$ cat config.mk
export PLATFORM = sky130hd
export DESIGN_NAME = bdls_slave
export DESIGN_NICKNAME = d
export VERILOG_FILES = /design/src/rtl/bdls_pkg.sv /design/src/rtl/bdls_buf_if.sv /design/src/rtl/bdls_buf2.sv /design/src/rtl/bdls_slave.sv
export SDC_FILE = /design/constraint.sdc
export NUM_CORES = 2
export LEC_CHECK = 0
export BUFFER_PORTS_ARGS = -buffer_cell sky130_fd_sc_hd__buf_4
export CORE_AREA = 4 4 355 357
export CTS_BUF_LIST = sky130_fd_sc_hd__clkbuf_2
export CTS_CLUSTER_DIAMETER = 40
export DETAILED_ROUTE_END_ITERATION = 7
export DIE_AREA = 0 0 359 361
export GPL_ROUTABILITY_DRIVEN = 0
export PLACE_DENSITY = 0.39
export SETUP_SLACK_MARGIN = 0.05
export SLEW_MARGIN = 20
export SYNTH_ARGS = -nofsm -noshare
export SYNTH_HDL_FRONTEND = slang
export SYNTH_HIERARCHICAL = 1
export SYNTH_SLANG_ARGS = --single-unit
$ cat constraint.sdc
create_clock -name clk -period 38.2 [get_ports clk]
set_input_delay 7.64 -clock clk [delete_from_list [all_inputs] [get_ports clk]]
set_output_delay 7.64 -clock clk [all_outputs]
set_load 0.1 [all_outputs]
$ cat src/rtl/bdls_pkg.sv
package bdls_pkg;
	// ****************************************
	// Bus encodings
	// ****************************************
	localparam int unsigned DATA_W = 32;
	localparam logic [1:0] RESP_OKAY = 2'h0;
	localparam logic [1:0] RESP_ERROR = 2'h1;
	localparam logic [1:0] RESP_RETRY = 2'h2;
	localparam logic [1:0] RESP_SPLIT = 2'h3;
	localparam logic [1:0] TRANS_IDLE = 2'h0;
	localparam logic [1:0] TRANS_BUSY = 2'h1;
	localparam logic [2:0] SIZE_BYTE = 3'h0;
	localparam logic [2:0] SIZE_HALF = 3'h1;
	localparam logic [2:0] SIZE_WORD = 3'h2;
	// ****************************************
	// Reset values, timing and storage depth
	// ****************************************
	localparam logic [DATA_W-1:0] RDATA_RESET = 32'h0000_0000;
	localparam logic [3:0] LANES_NONE = 4'h0;
	localparam int unsigned WAIT_STATES = 1;
	localparam int unsigned MEM_DEPTH = 16;

	typedef enum logic [1:0] {
		BDLS_IDLE = 2'b00,
		BDLS_WAIT = 2'b01,
		BDLS_ERR1 = 2'b10,
		BDLS_ERR2 = 2'b11
	} bdls_state_t;

	// Active byte lanes for size and offset; big_end picks the mirror table
	function automatic logic [3:0] lanes(input logic [2:0] size, input logic [1:0] off,
			input logic big_end);
		logic [3:0] le;
		le = 4'h0;
		case (size)
			SIZE_BYTE: le = 4'h1 << off;
			SIZE_HALF: le = off[1] ? 4'hC : 4'h3;
			default: le = 4'hF;
		endcase
		if (big_end) begin
			lanes = {le[0], le[1], le[2], le[3]};
		end else begin
			lanes = le;
		end
	endfunction

	// Misaligned for the given size
	function automatic logic misaligned(input logic [2:0] size, input logic [1:0] off);
		case (size)
			SIZE_BYTE: misaligned = 1'b0;
			SIZE_HALF: misaligned = off[0];
			SIZE_WORD: misaligned = |off;
			default: misaligned = 1'b1;
		endcase
	endfunction
endpackage

$ cat src/rtl/bdls_buf_if.sv
`timescale 1ns/1ps
`default_nettype none
interface bdls_buf_if;
	logic in_valid;
	logic in_ready;
	logic [31:0] in_data;
	logic [3:0] in_strb;
	logic [5:0] in_addr;
	logic out_valid;
	logic out_ready;
	logic [31:0] out_data;
	logic [3:0] out_strb;
	logic [5:0] out_addr;
	modport fill (output in_valid, in_data, in_strb, in_addr, input in_ready,
		input out_valid, out_data, out_strb, out_addr, output out_ready);
	modport buffer (input in_valid, in_data, in_strb, in_addr, output in_ready,
		output out_valid, out_data, out_strb, out_addr, input out_ready);
endinterface
`default_nettype wire

$ cat src/rtl/bdls_buf2.sv
`timescale 1ns/1ps
`default_nettype none
module bdls_buf2 (
	// Clock and reset
	input wire logic clk,
	input wire logic rst,
	// Buffer ports
	bdls_buf_if.buffer bus
);
	localparam int unsigned W = 32 + 4 + 6;
	logic [W-1:0] mem_reg [2];
	logic [W-1:0] mem_next [2];
	logic wptr_reg, wptr_next, rptr_reg, rptr_next;
	logic [1:0] cnt_reg, cnt_next;
	logic push, pop;

	assign bus.in_ready = (cnt_reg != 2'h2);
	assign bus.out_valid = (cnt_reg != 2'h0);
	assign {bus.out_data, bus.out_strb, bus.out_addr} = mem_reg[rptr_reg];
	assign push = bus.in_valid && bus.in_ready;
	assign pop = bus.out_valid && bus.out_ready;

	always_comb begin
		mem_next = mem_reg;
		wptr_next = wptr_reg;
		rptr_next = rptr_reg;
		cnt_next = cnt_reg;
		if (push) begin
			mem_next[wptr_reg] = {bus.in_data, bus.in_strb, bus.in_addr};
			wptr_next = ~wptr_reg;
		end
		if (pop) begin
			rptr_next = ~rptr_reg;
		end
		if (push && !pop) begin
			cnt_next = cnt_reg + 2'h1;
		end else if (pop && !push) begin
			cnt_next = cnt_reg - 2'h1;
		end
	end

	always_ff @(posedge clk or posedge rst) begin
		if (rst) begin
			mem_reg[0] <= '0;
			mem_reg[1] <= '0;
			wptr_reg <= 1'b0;
			rptr_reg <= 1'b0;
			cnt_reg <= 2'h0;
		end else begin
			mem_reg <= mem_next;
			wptr_reg <= wptr_next;
			rptr_reg <= rptr_next;
			cnt_reg <= cnt_next;
		end
	end
endmodule
`default_nettype wire

$ cat src/rtl/bdls_slave.sv
`timescale 1ns/1ps
`default_nettype none
// Summary of operation
// - Separate one-way read and write buses
// - Write data taken from active lanes
// - Lanes recomputed per beat from address
// - One endianness shared by whole bus
// - Read data valid when ready high
// - Read drives only active lanes validly
// - Read data valid only on OKAY
// - Little-endian lane table
// - Big-endian lane table
// - Endianness static, caught at reset release
// - Bi-endian by configuration pin
// - Ready low stretches, high completes
// - Response codes OKAY and ERROR only; RETRY and SPLIT never driven
module bdls_slave #(
	parameter int unsigned DATA_W = bdls_pkg::DATA_W,
	parameter int unsigned WAITS = bdls_pkg::WAIT_STATES
) (
	// Clock and reset
	input wire logic clk,
	input wire logic rst,
	// Configuration strap
	input wire logic big_endian_pin,
	// Address and control
	input wire logic hsel,
	input wire logic [31:0] haddr,
	input wire logic [1:0] htrans,
	input wire logic hwrite,
	input wire logic [2:0] hsize,
	input wire logic hready_in,
	// Data buses
	input wire logic [DATA_W-1:0] hwdata,
	output logic [DATA_W-1:0] hrdata,
	// Response
	output logic hready_out,
	output logic [1:0] hresp,
	// Drained write stream
	output logic wr_valid,
	input wire logic wr_ready,
	output logic [31:0] wr_data,
	output logic [3:0] wr_strb,
	output logic [5:0] wr_addr
);
	// ****************************************
	// Endianness strap
	// ****************************************
	// Pin synchronised, then frozen once; never changes while running
	// Capture waits until the second stage holds the pin, not its reset value
	logic be_s1_reg, be_s2_reg, be_reg, be_done_reg;
	logic [1:0] be_v_reg;
	always_ff @(posedge clk or posedge rst) begin
		if (rst) begin
			be_s1_reg <= 1'b0;
			be_s2_reg <= 1'b0;
			be_reg <= 1'b0;
			be_done_reg <= 1'b0;
			be_v_reg <= 2'h0;
		end else begin
			be_s1_reg <= big_endian_pin;
			be_s2_reg <= be_s1_reg;
			be_v_reg <= {be_v_reg[0], 1'b1};
			if (!be_done_reg && be_v_reg[1]) begin
				be_reg <= be_s2_reg;
				be_done_reg <= 1'b1;
			end
		end
	end

	// ****************************************
	// Address phase capture
	// ****************************************
	bdls_pkg::bdls_state_t st_reg, st_next;
	logic [3:0] lanes_reg, lanes_next;
	logic wr_reg, wr_next;
	logic [5:0] addr_reg, addr_next;
	logic [3:0] wcnt_reg, wcnt_next;
	logic [DATA_W-1:0] rdata_reg, rdata_next;
	logic [31:0] mem_reg [bdls_pkg::MEM_DEPTH];
	logic [31:0] mem_next [bdls_pkg::MEM_DEPTH];
	logic start, bad, complete, ok_done;
	logic [31:0] word;

	// Keeps active lanes of a word, zeroes the rest
	function automatic logic [31:0] lane_pick(input logic [31:0] w, input logic [3:0] l);
		lane_pick = 32'h0000_0000;
		for (int i = 0; i < 4; i++) begin
			if (l[i]) begin
				lane_pick[i*8 +: 8] = w[i*8 +: 8];
			end
		end
	endfunction

	bdls_buf_if bif ();
	bdls_buf2 u_buf (
		.clk(clk),
		.rst(rst),
		.bus(bif.buffer)
	);

	assign start = hsel && hready_in && htrans[1];
	assign bad = bdls_pkg::misaligned(hsize, haddr[1:0]);
	// Buffer full stalls the data phase, so no word is lost
	assign complete = (st_reg == bdls_pkg::BDLS_WAIT) && (wcnt_reg == 4'h0)
		&& (!wr_reg || bif.in_ready);
	assign ok_done = complete;
	assign word = mem_reg[addr_reg[5:2]];

	always_comb begin
		st_next = st_reg;
		lanes_next = lanes_reg;
		wr_next = wr_reg;
		addr_next = addr_reg;
		wcnt_next = wcnt_reg;
		rdata_next = rdata_reg;
		mem_next = mem_reg;
		hready_out = 1'b1;
		hresp = bdls_pkg::RESP_OKAY;
		case (st_reg)
			bdls_pkg::BDLS_WAIT: begin
				hready_out = complete;
				if (wcnt_reg != 4'h0) begin
					wcnt_next = wcnt_reg - 4'h1;
				end
				// Reloaded while waiting so data stands in the ready cycle
				if (!complete && !wr_reg) begin
					rdata_next[31:0] = lane_pick(word, lanes_reg);
				end
				if (complete) begin
					st_next = bdls_pkg::BDLS_IDLE;
				end
			end
			bdls_pkg::BDLS_ERR1: begin
				hready_out = 1'b0;
				hresp = bdls_pkg::RESP_ERROR;
				st_next = bdls_pkg::BDLS_ERR2;
			end
			bdls_pkg::BDLS_ERR2: begin
				hresp = bdls_pkg::RESP_ERROR;
				st_next = bdls_pkg::BDLS_IDLE;
			end
			default: st_next = bdls_pkg::BDLS_IDLE;
		endcase
		// New address phase overlaps a completing data phase
		if (hready_out && start && st_next == bdls_pkg::BDLS_IDLE) begin
			st_next = bad ? bdls_pkg::BDLS_ERR1 : bdls_pkg::BDLS_WAIT;
			lanes_next = bdls_pkg::lanes(hsize, haddr[1:0], be_reg);
			wr_next = hwrite;
			addr_next = haddr[5:0];
			wcnt_next = 4'(WAITS);
			// Limitation: a write still in the buffer is not seen here
			if (!bad && !hwrite) begin
				rdata_next[31:0] = lane_pick(mem_reg[haddr[5:2]], lanes_next);
			end
		end
		// Read-back mirrors stored writes
		if (bif.out_valid && !bif.out_ready) begin
			mem_next = mem_reg;
		end
		for (int i = 0; i < 4; i++) begin
			if (bif.out_valid && bif.out_ready && bif.out_strb[i]) begin
				mem_next[bif.out_addr[5:2]][i*8 +: 8] = bif.out_data[i*8 +: 8];
			end
		end
	end

	// Write data sampled only in the completing cycle
	assign bif.in_valid = complete && wr_reg;
	assign bif.in_strb = lanes_reg;
	assign bif.in_addr = addr_reg;
	always_comb begin
		bif.in_data = 32'h0000_0000;
		for (int i = 0; i < 4; i++) begin
			if (lanes_reg[i]) begin
				bif.in_data[i*8 +: 8] = hwdata[i*8 +: 8];
			end
		end
	end
	// Stream out: buffer drains to the user and also to local storage
	assign bif.out_ready = wr_ready;
	assign wr_valid = bif.out_valid;
	assign wr_data = bif.out_data;
	assign wr_strb = bif.out_strb;
	assign wr_addr = bif.out_addr;

	always_ff @(posedge clk or posedge rst) begin
		if (rst) begin
			st_reg <= bdls_pkg::BDLS_IDLE;
			lanes_reg <= bdls_pkg::LANES_NONE;
			wr_reg <= 1'b0;
			addr_reg <= 6'h00;
			wcnt_reg <= 4'h0;
			rdata_reg <= bdls_pkg::RDATA_RESET;
			for (int i = 0; i < bdls_pkg::MEM_DEPTH; i++) begin
				mem_reg[i] <= 32'h0000_0000;
			end
		end else begin
			st_reg <= st_next;
			lanes_reg <= lanes_next;
			wr_reg <= wr_next;
			addr_reg <= addr_next;
			wcnt_reg <= wcnt_next;
			rdata_reg <= rdata_next;
			mem_reg <= mem_next;
		end
	end

	// Separate output bus, no tristate; stands while ready high
	assign hrdata = rdata_reg;
endmodule
`default_nettype wire

# == Word-level counts from Yosys, hierarchy flattened ==
# Cells that the tools add are included.
# op_classes
shifts,1
n_eq_ne,6
magnitude_cmp,7
muxes,60
n_bitwise,7
n_addsub,3
reduce_logical,39
# op_table
operator,n
bitwise mux 512 bit,4
two-way mux 512 bit,4
demux 32 bit (select 4 bit),4
two-way mux 32 bit,9
binary-select mux 32 bit (select 4 bit),2
two-way mux 42 bit,4
two-way mux 8 bit,13
bitwise mux 84 bit,1
demux 42 bit (select 1 bit),1
two-way mux 24 bit,1
two-way mux 4 bit,6
logical AND 1 bit,20
two-way mux 16 bit,1
">= comparator 5 bit, second input constant",3
inverter 4 -> 5 bit,3
two-way mux 2 bit,5
one-hot mux 4 bit (2 select lines),1
nonzero test 2 bit,4
zero test 1 bit,7
"less-than comparator 5 x 1 -> 1 bit, second input constant",1
"equality test 2 bit, second input constant",2
">= comparator 2 bit, second input constant",2
zero test 4 bit,1
inverter 1 -> 2 bit,2
other kinds (20),22
# word_totals
register_bits,655
output_inout_bits,78
wordCells,155
inputBits,76

# == Logic depth before layout (Yosys ltp) ==
# depth
ltp_word,17
ltp_mapped,10

# == Cells and area by module ==
# Netlist, hierarchy kept.
# by_module_without_submodules
module,seq_area_each_um2,area_per_inst_um2,cells_per_inst,instances
bdls_slave,14188.6,30083.9,2145,1
bdls_buf2,2202.1,4041.4,242,1

# == Least setup slack after synthesis ==
# Ideal clock, no wire load.
# synth_timing
path_kind,reg-to-output
start,reg wcnt_reg[0]
end,out hready_out
path_slack_ps,27776
path_stages_with_launch,7
arrival_ps,2784
path_cell_list,dfrtp_1 -> inv_1 -> ha_1 -> or3b_1 -> buf_2 -> o21a_1 -> a21oi_1
# synth_between
elab_chain_cells,4
# synth_rtl
element,line_no,rtl
from (decl),bdls_slave.sv:78,"logic [3:0] wcnt_reg, wcnt_next;"
from (signal assigned),bdls_slave.sv:203,wcnt_reg <= wcnt_next;
zero test 4 bit,bdls_slave.sv:105,assign complete = (st_reg == bdls_pkg::BDLS_WAIT) && (wcnt_reg == 4'h0)
logical AND 1 bit,bdls_slave.sv:105,
logical AND 1 bit,bdls_slave.sv:106,&& (!wr_reg || bif.in_ready);
one-hot mux 1 bit (2 select lines),bdls_slave.sv:120,case (st_reg)
to (decl),bdls_slave.sv:37,"output logic hready_out,"
# Every way passes these cells.

# == Final worst setup path ==
# layout_timing
start,reg u_buf.rptr_reg
end,out wr_data[19]
# layout_between
elab_chain_cells,4
# layout_rtl
element,line_no,rtl
from (decl),bdls_buf2.sv:13,"logic wptr_reg, wptr_next, rptr_reg, rptr_next;"
from (signal assigned),bdls_buf2.sv:52,rptr_reg <= rptr_next;
inverter 1 -> 2 bit (not written as such),bdls_buf2.sv:19,"assign {bus.out_data, bus.out_strb, bus.out_addr} = mem_reg[rptr_reg];"
two-way mux 42 bit (not written as such) (3 in a row),bdls_buf2.sv:19,
to (decl),bdls_slave.sv:42,"output logic [31:0] wr_data,"
# Every way passes these cells. The select of a mux whose other input is x is not followed.

==> results.sh <==
export IMPL_outcome="finished, final reports clean"
export IMPL_required_ns=30.56
export IMPL_criticalPathCategory="register to output pin"
export IMPL_avgSynthCellArea_um2=14.3
export IMPL_grt_max_degree=144
export IMPL_vias=22500
export IMPL_postCtsHoldBufs=0
export IMPL_p_leak_uw=0.0178
export IMPL_dieArea_um2=130000
export IMPL_drc=0
export IMPL_drive_gt1_share_pct=49.7
export IMPL_relSlewSlack_pct=22.1
export IMPL_combinationalPowerShare_pct=31.7
export IMPL_clk_latency_ns=1.48
export IMPL_fin_crit_sh_pct=29.6
export IMPL_ys_seq_area_share_pct=48.0
export IMPL_ioPinCount=154
export IMPL_start_kind="register"
export IMPL_dp_hpwl_um=71700
export IMPL_die_h_um=361
export IMPL_post_cts_buffers=0
export IMPL_clockPowerShare_pct=27.0
export IMPL_rsz0062_at_grt="no"
export IMPL_yosys_most_used_dff="dfrtp_1"
export IMPL_cts_htree_levels=4
export IMPL_ys_types=58
export IMPL_io_buffers=125
export IMPL_clock_path_buffers=3
export IMPL_arrival_ns=3.65
export IMPL_core_area_um2=123000
export IMPL_cts_resized=0
export IMPL_clock_root_buffer="clkbuf_2"
export IMPL_synth_enable_flop_cells=0
export IMPL_die_w_um=359
export IMPL_synth_cells=2387
export IMPL_min_period_ns=11.29
export IMPL_setup_tns_final_ns=0
export IMPL_netlist_area_um2=34100
export IMPL_dr_pass1_iters=5
export IMPL_synth_fp_nets=2468
export IMPL_p_int_uw=1110
export IMPL_antenna_found_initial=3
export IMPL_timing_fmax_mhz=88.6
export IMPL_grt_usage_pct=18.5
export IMPL_drv_slew=0
export IMPL_drt_wirelength_per_cell_um=27.6
export IMPL_grt_pass1_wl_um=176000
export IMPL_fin_skew_ns=0.113
export IMPL_cts_sinks=655
export IMPL_hold_violations=0
export IMPL_cts_buffers=189
export IMPL_irDropWorstVdd_mv=0.0416
export IMPL_nets=2651
export IMPL_cp_end_kind="output pin"
export IMPL_synth_seq_cells=655
export IMPL_p_seq_share_pct=41.4
export IMPL_utilization_pct=31.1
export IMPL_power_density_nw_per_um2=51.0
export IMPL_r2r_setup_slack_ns=33.97
export IMPL_grt_pass1_vias=24700
export IMPL_grt_overflow_total=0
export IMPL_drv_cap=0
export IMPL_clkTransAtPathRegs_ns=0.10
export IMPL_fillCellCount=12500
export IMPL_switching_power_uw=840
export IMPL_routed_via_density=5.15
export IMPL_first_iter_violations=1270
export IMPL_hold_class="register to register"
export IMPL_ant_nets=0
export IMPL_totalWireLength_um=120000
export IMPL_tritoncts="built"
export IMPL_swShare_pct=43.1
export IMPL_setup_viol=0
export IMPL_synthArstFlopShare_pct=100
export IMPL_holdWs_ns=0.355
export IMPL_largest_reg_flops=512
export IMPL_areaGrowthSynthToFinish_pct=12.0
export IMPL_rows=129
export IMPL_initial_core_util_pct=27.7
export IMPL_synth_warnings=6
export IMPL_worstPathMaxFanout=22
export IMPL_worst_slew_pin_slew_ns=1.16
==> worst max-delay path, stage by stage (launching register included) <==
cell	delay, ns
dfrtp_2	0.79
buf_4	0.46
mux2_2	0.53
buf_4	0.39
==> power by group through the flow <==
stage	registers, uW	clock network (uW)	logic [uW]
2_1_floorplan	817	0	413
3_3_place_gp	822	0	623
3_5_place_dp	823	0	628
4_1_cts	810	557	629
5_1_grt	816	594	649
6_report	807	526	618
==> per-layer routing <==
layer | global-route usage (%) | wire [um]
met3 | 3.45 | 5430
met4 | 5.19 | 2420
met5 | 0 | 0
met2 | 31.3 | 59400
met1 | 24.2 | 53000
==> path summary, 6_finish.rpt <==
| kind | from | end | cells past startpoint |
|---|---|---|---|
| max | u_buf/rptr_reg$_DFFE_PP0P_ | wr_data[19] | 3 |
| min | be_s1_reg$_DFF_PP0_ | be_s2_reg$_DFF_PP0_ | 0 |
| max reg2reg | u_buf/rptr_reg$_DFFE_PP0P_ | mem_reg[453]$_DFFE_PP0P_ | 5 |
| min reg2reg | be_s1_reg$_DFF_PP0_ | be_s2_reg$_DFF_PP0_ | 0 |
| max in group asynchronous | rst | mem_reg[179]$_DFFE_PP0P_ | 5 |
| min in group asynchronous | rst | u_buf/mem_reg[82]$_DFFE_PP0P_ | 2 |
==> area by class of cell <==
type	instances	area, um2	share of cell area [%]
multi-input combinational	1551	16800	43.9
sequential	655	16400	42.9
tap	1637	2050	5.36
clock buffer	282	1410	3.69
timing repair buffer	164	1250	3.28
clock inverter	55	259	0.677
inverter	9	43.8	0.115
antenna	10	25.0	0.0655
==> cells in the final DEF (no fill, tap or decap), types with 21 or more instances in the layout <==
cell type    n
a22oi_1     56
a21oi_1     58
mux2_4      43
a211oi_1    24
mux4_2     195
buf_4      161
o22ai_1     29
and2_1      32
nand2_1     52
clkinv_1    36
mux2i_1    164
dfrtp_1    652
nor3_1      36
nor2_1      60
mux2_2     604
clkbuf_2   282
nor2b_1     28
o21ai_0     21
==> synthesized netlist by cell type, types with 36 or more instances <==
cell type / number / area (um2)
a22oi_1: 56 / 420
mux2i_1: 164 / 1640
mux2_2: 604 / 6800
nor2_1: 61 / 229
buf_2: 48 / 240
nand2_1: 53 / 199
nor3_1: 36 / 180
a21oi_1: 58 / 290
clkbuf_1: 82 / 308
mux2_4: 43 / 646
dfrtp_1: 655 / 16400
mux4_2: 195 / 4390
==> kinds of logic (layout without fill, tap and decap cells) <==
family | Yosys count | count (layout) | synth area share (%)
AOI/OAI and AO/OA | 220 | 220 | 4.23
xor gates and xnor gates | 8 | 8 | 0.205
adders and majority gates | 5 | 5 | 0.183
buffers and inverters | 181 | 510 | 2.91
DFF | 655 | 655 | 48.0
muxes | 1014 | 1014 | 39.8
other | 2 | 12 | 0.0220
and+or+nand+nor | 302 | 302 | 4.65
==> through the flow <==
stage	setup slack [ns]	total power (uW)	area [um2]	cells
final	26.91	1950	38200	4363
after global routing	26.62	2060	38200	4359
after CTS	26.58	2000	38200	4353
after detailed placement	26.92	1450	36500	4016
after global placement	26.94	1440	36500	4016
after floorplan	14.70	1230	34100	2387
Note: power is estimated with default switching activity, not from simulation.
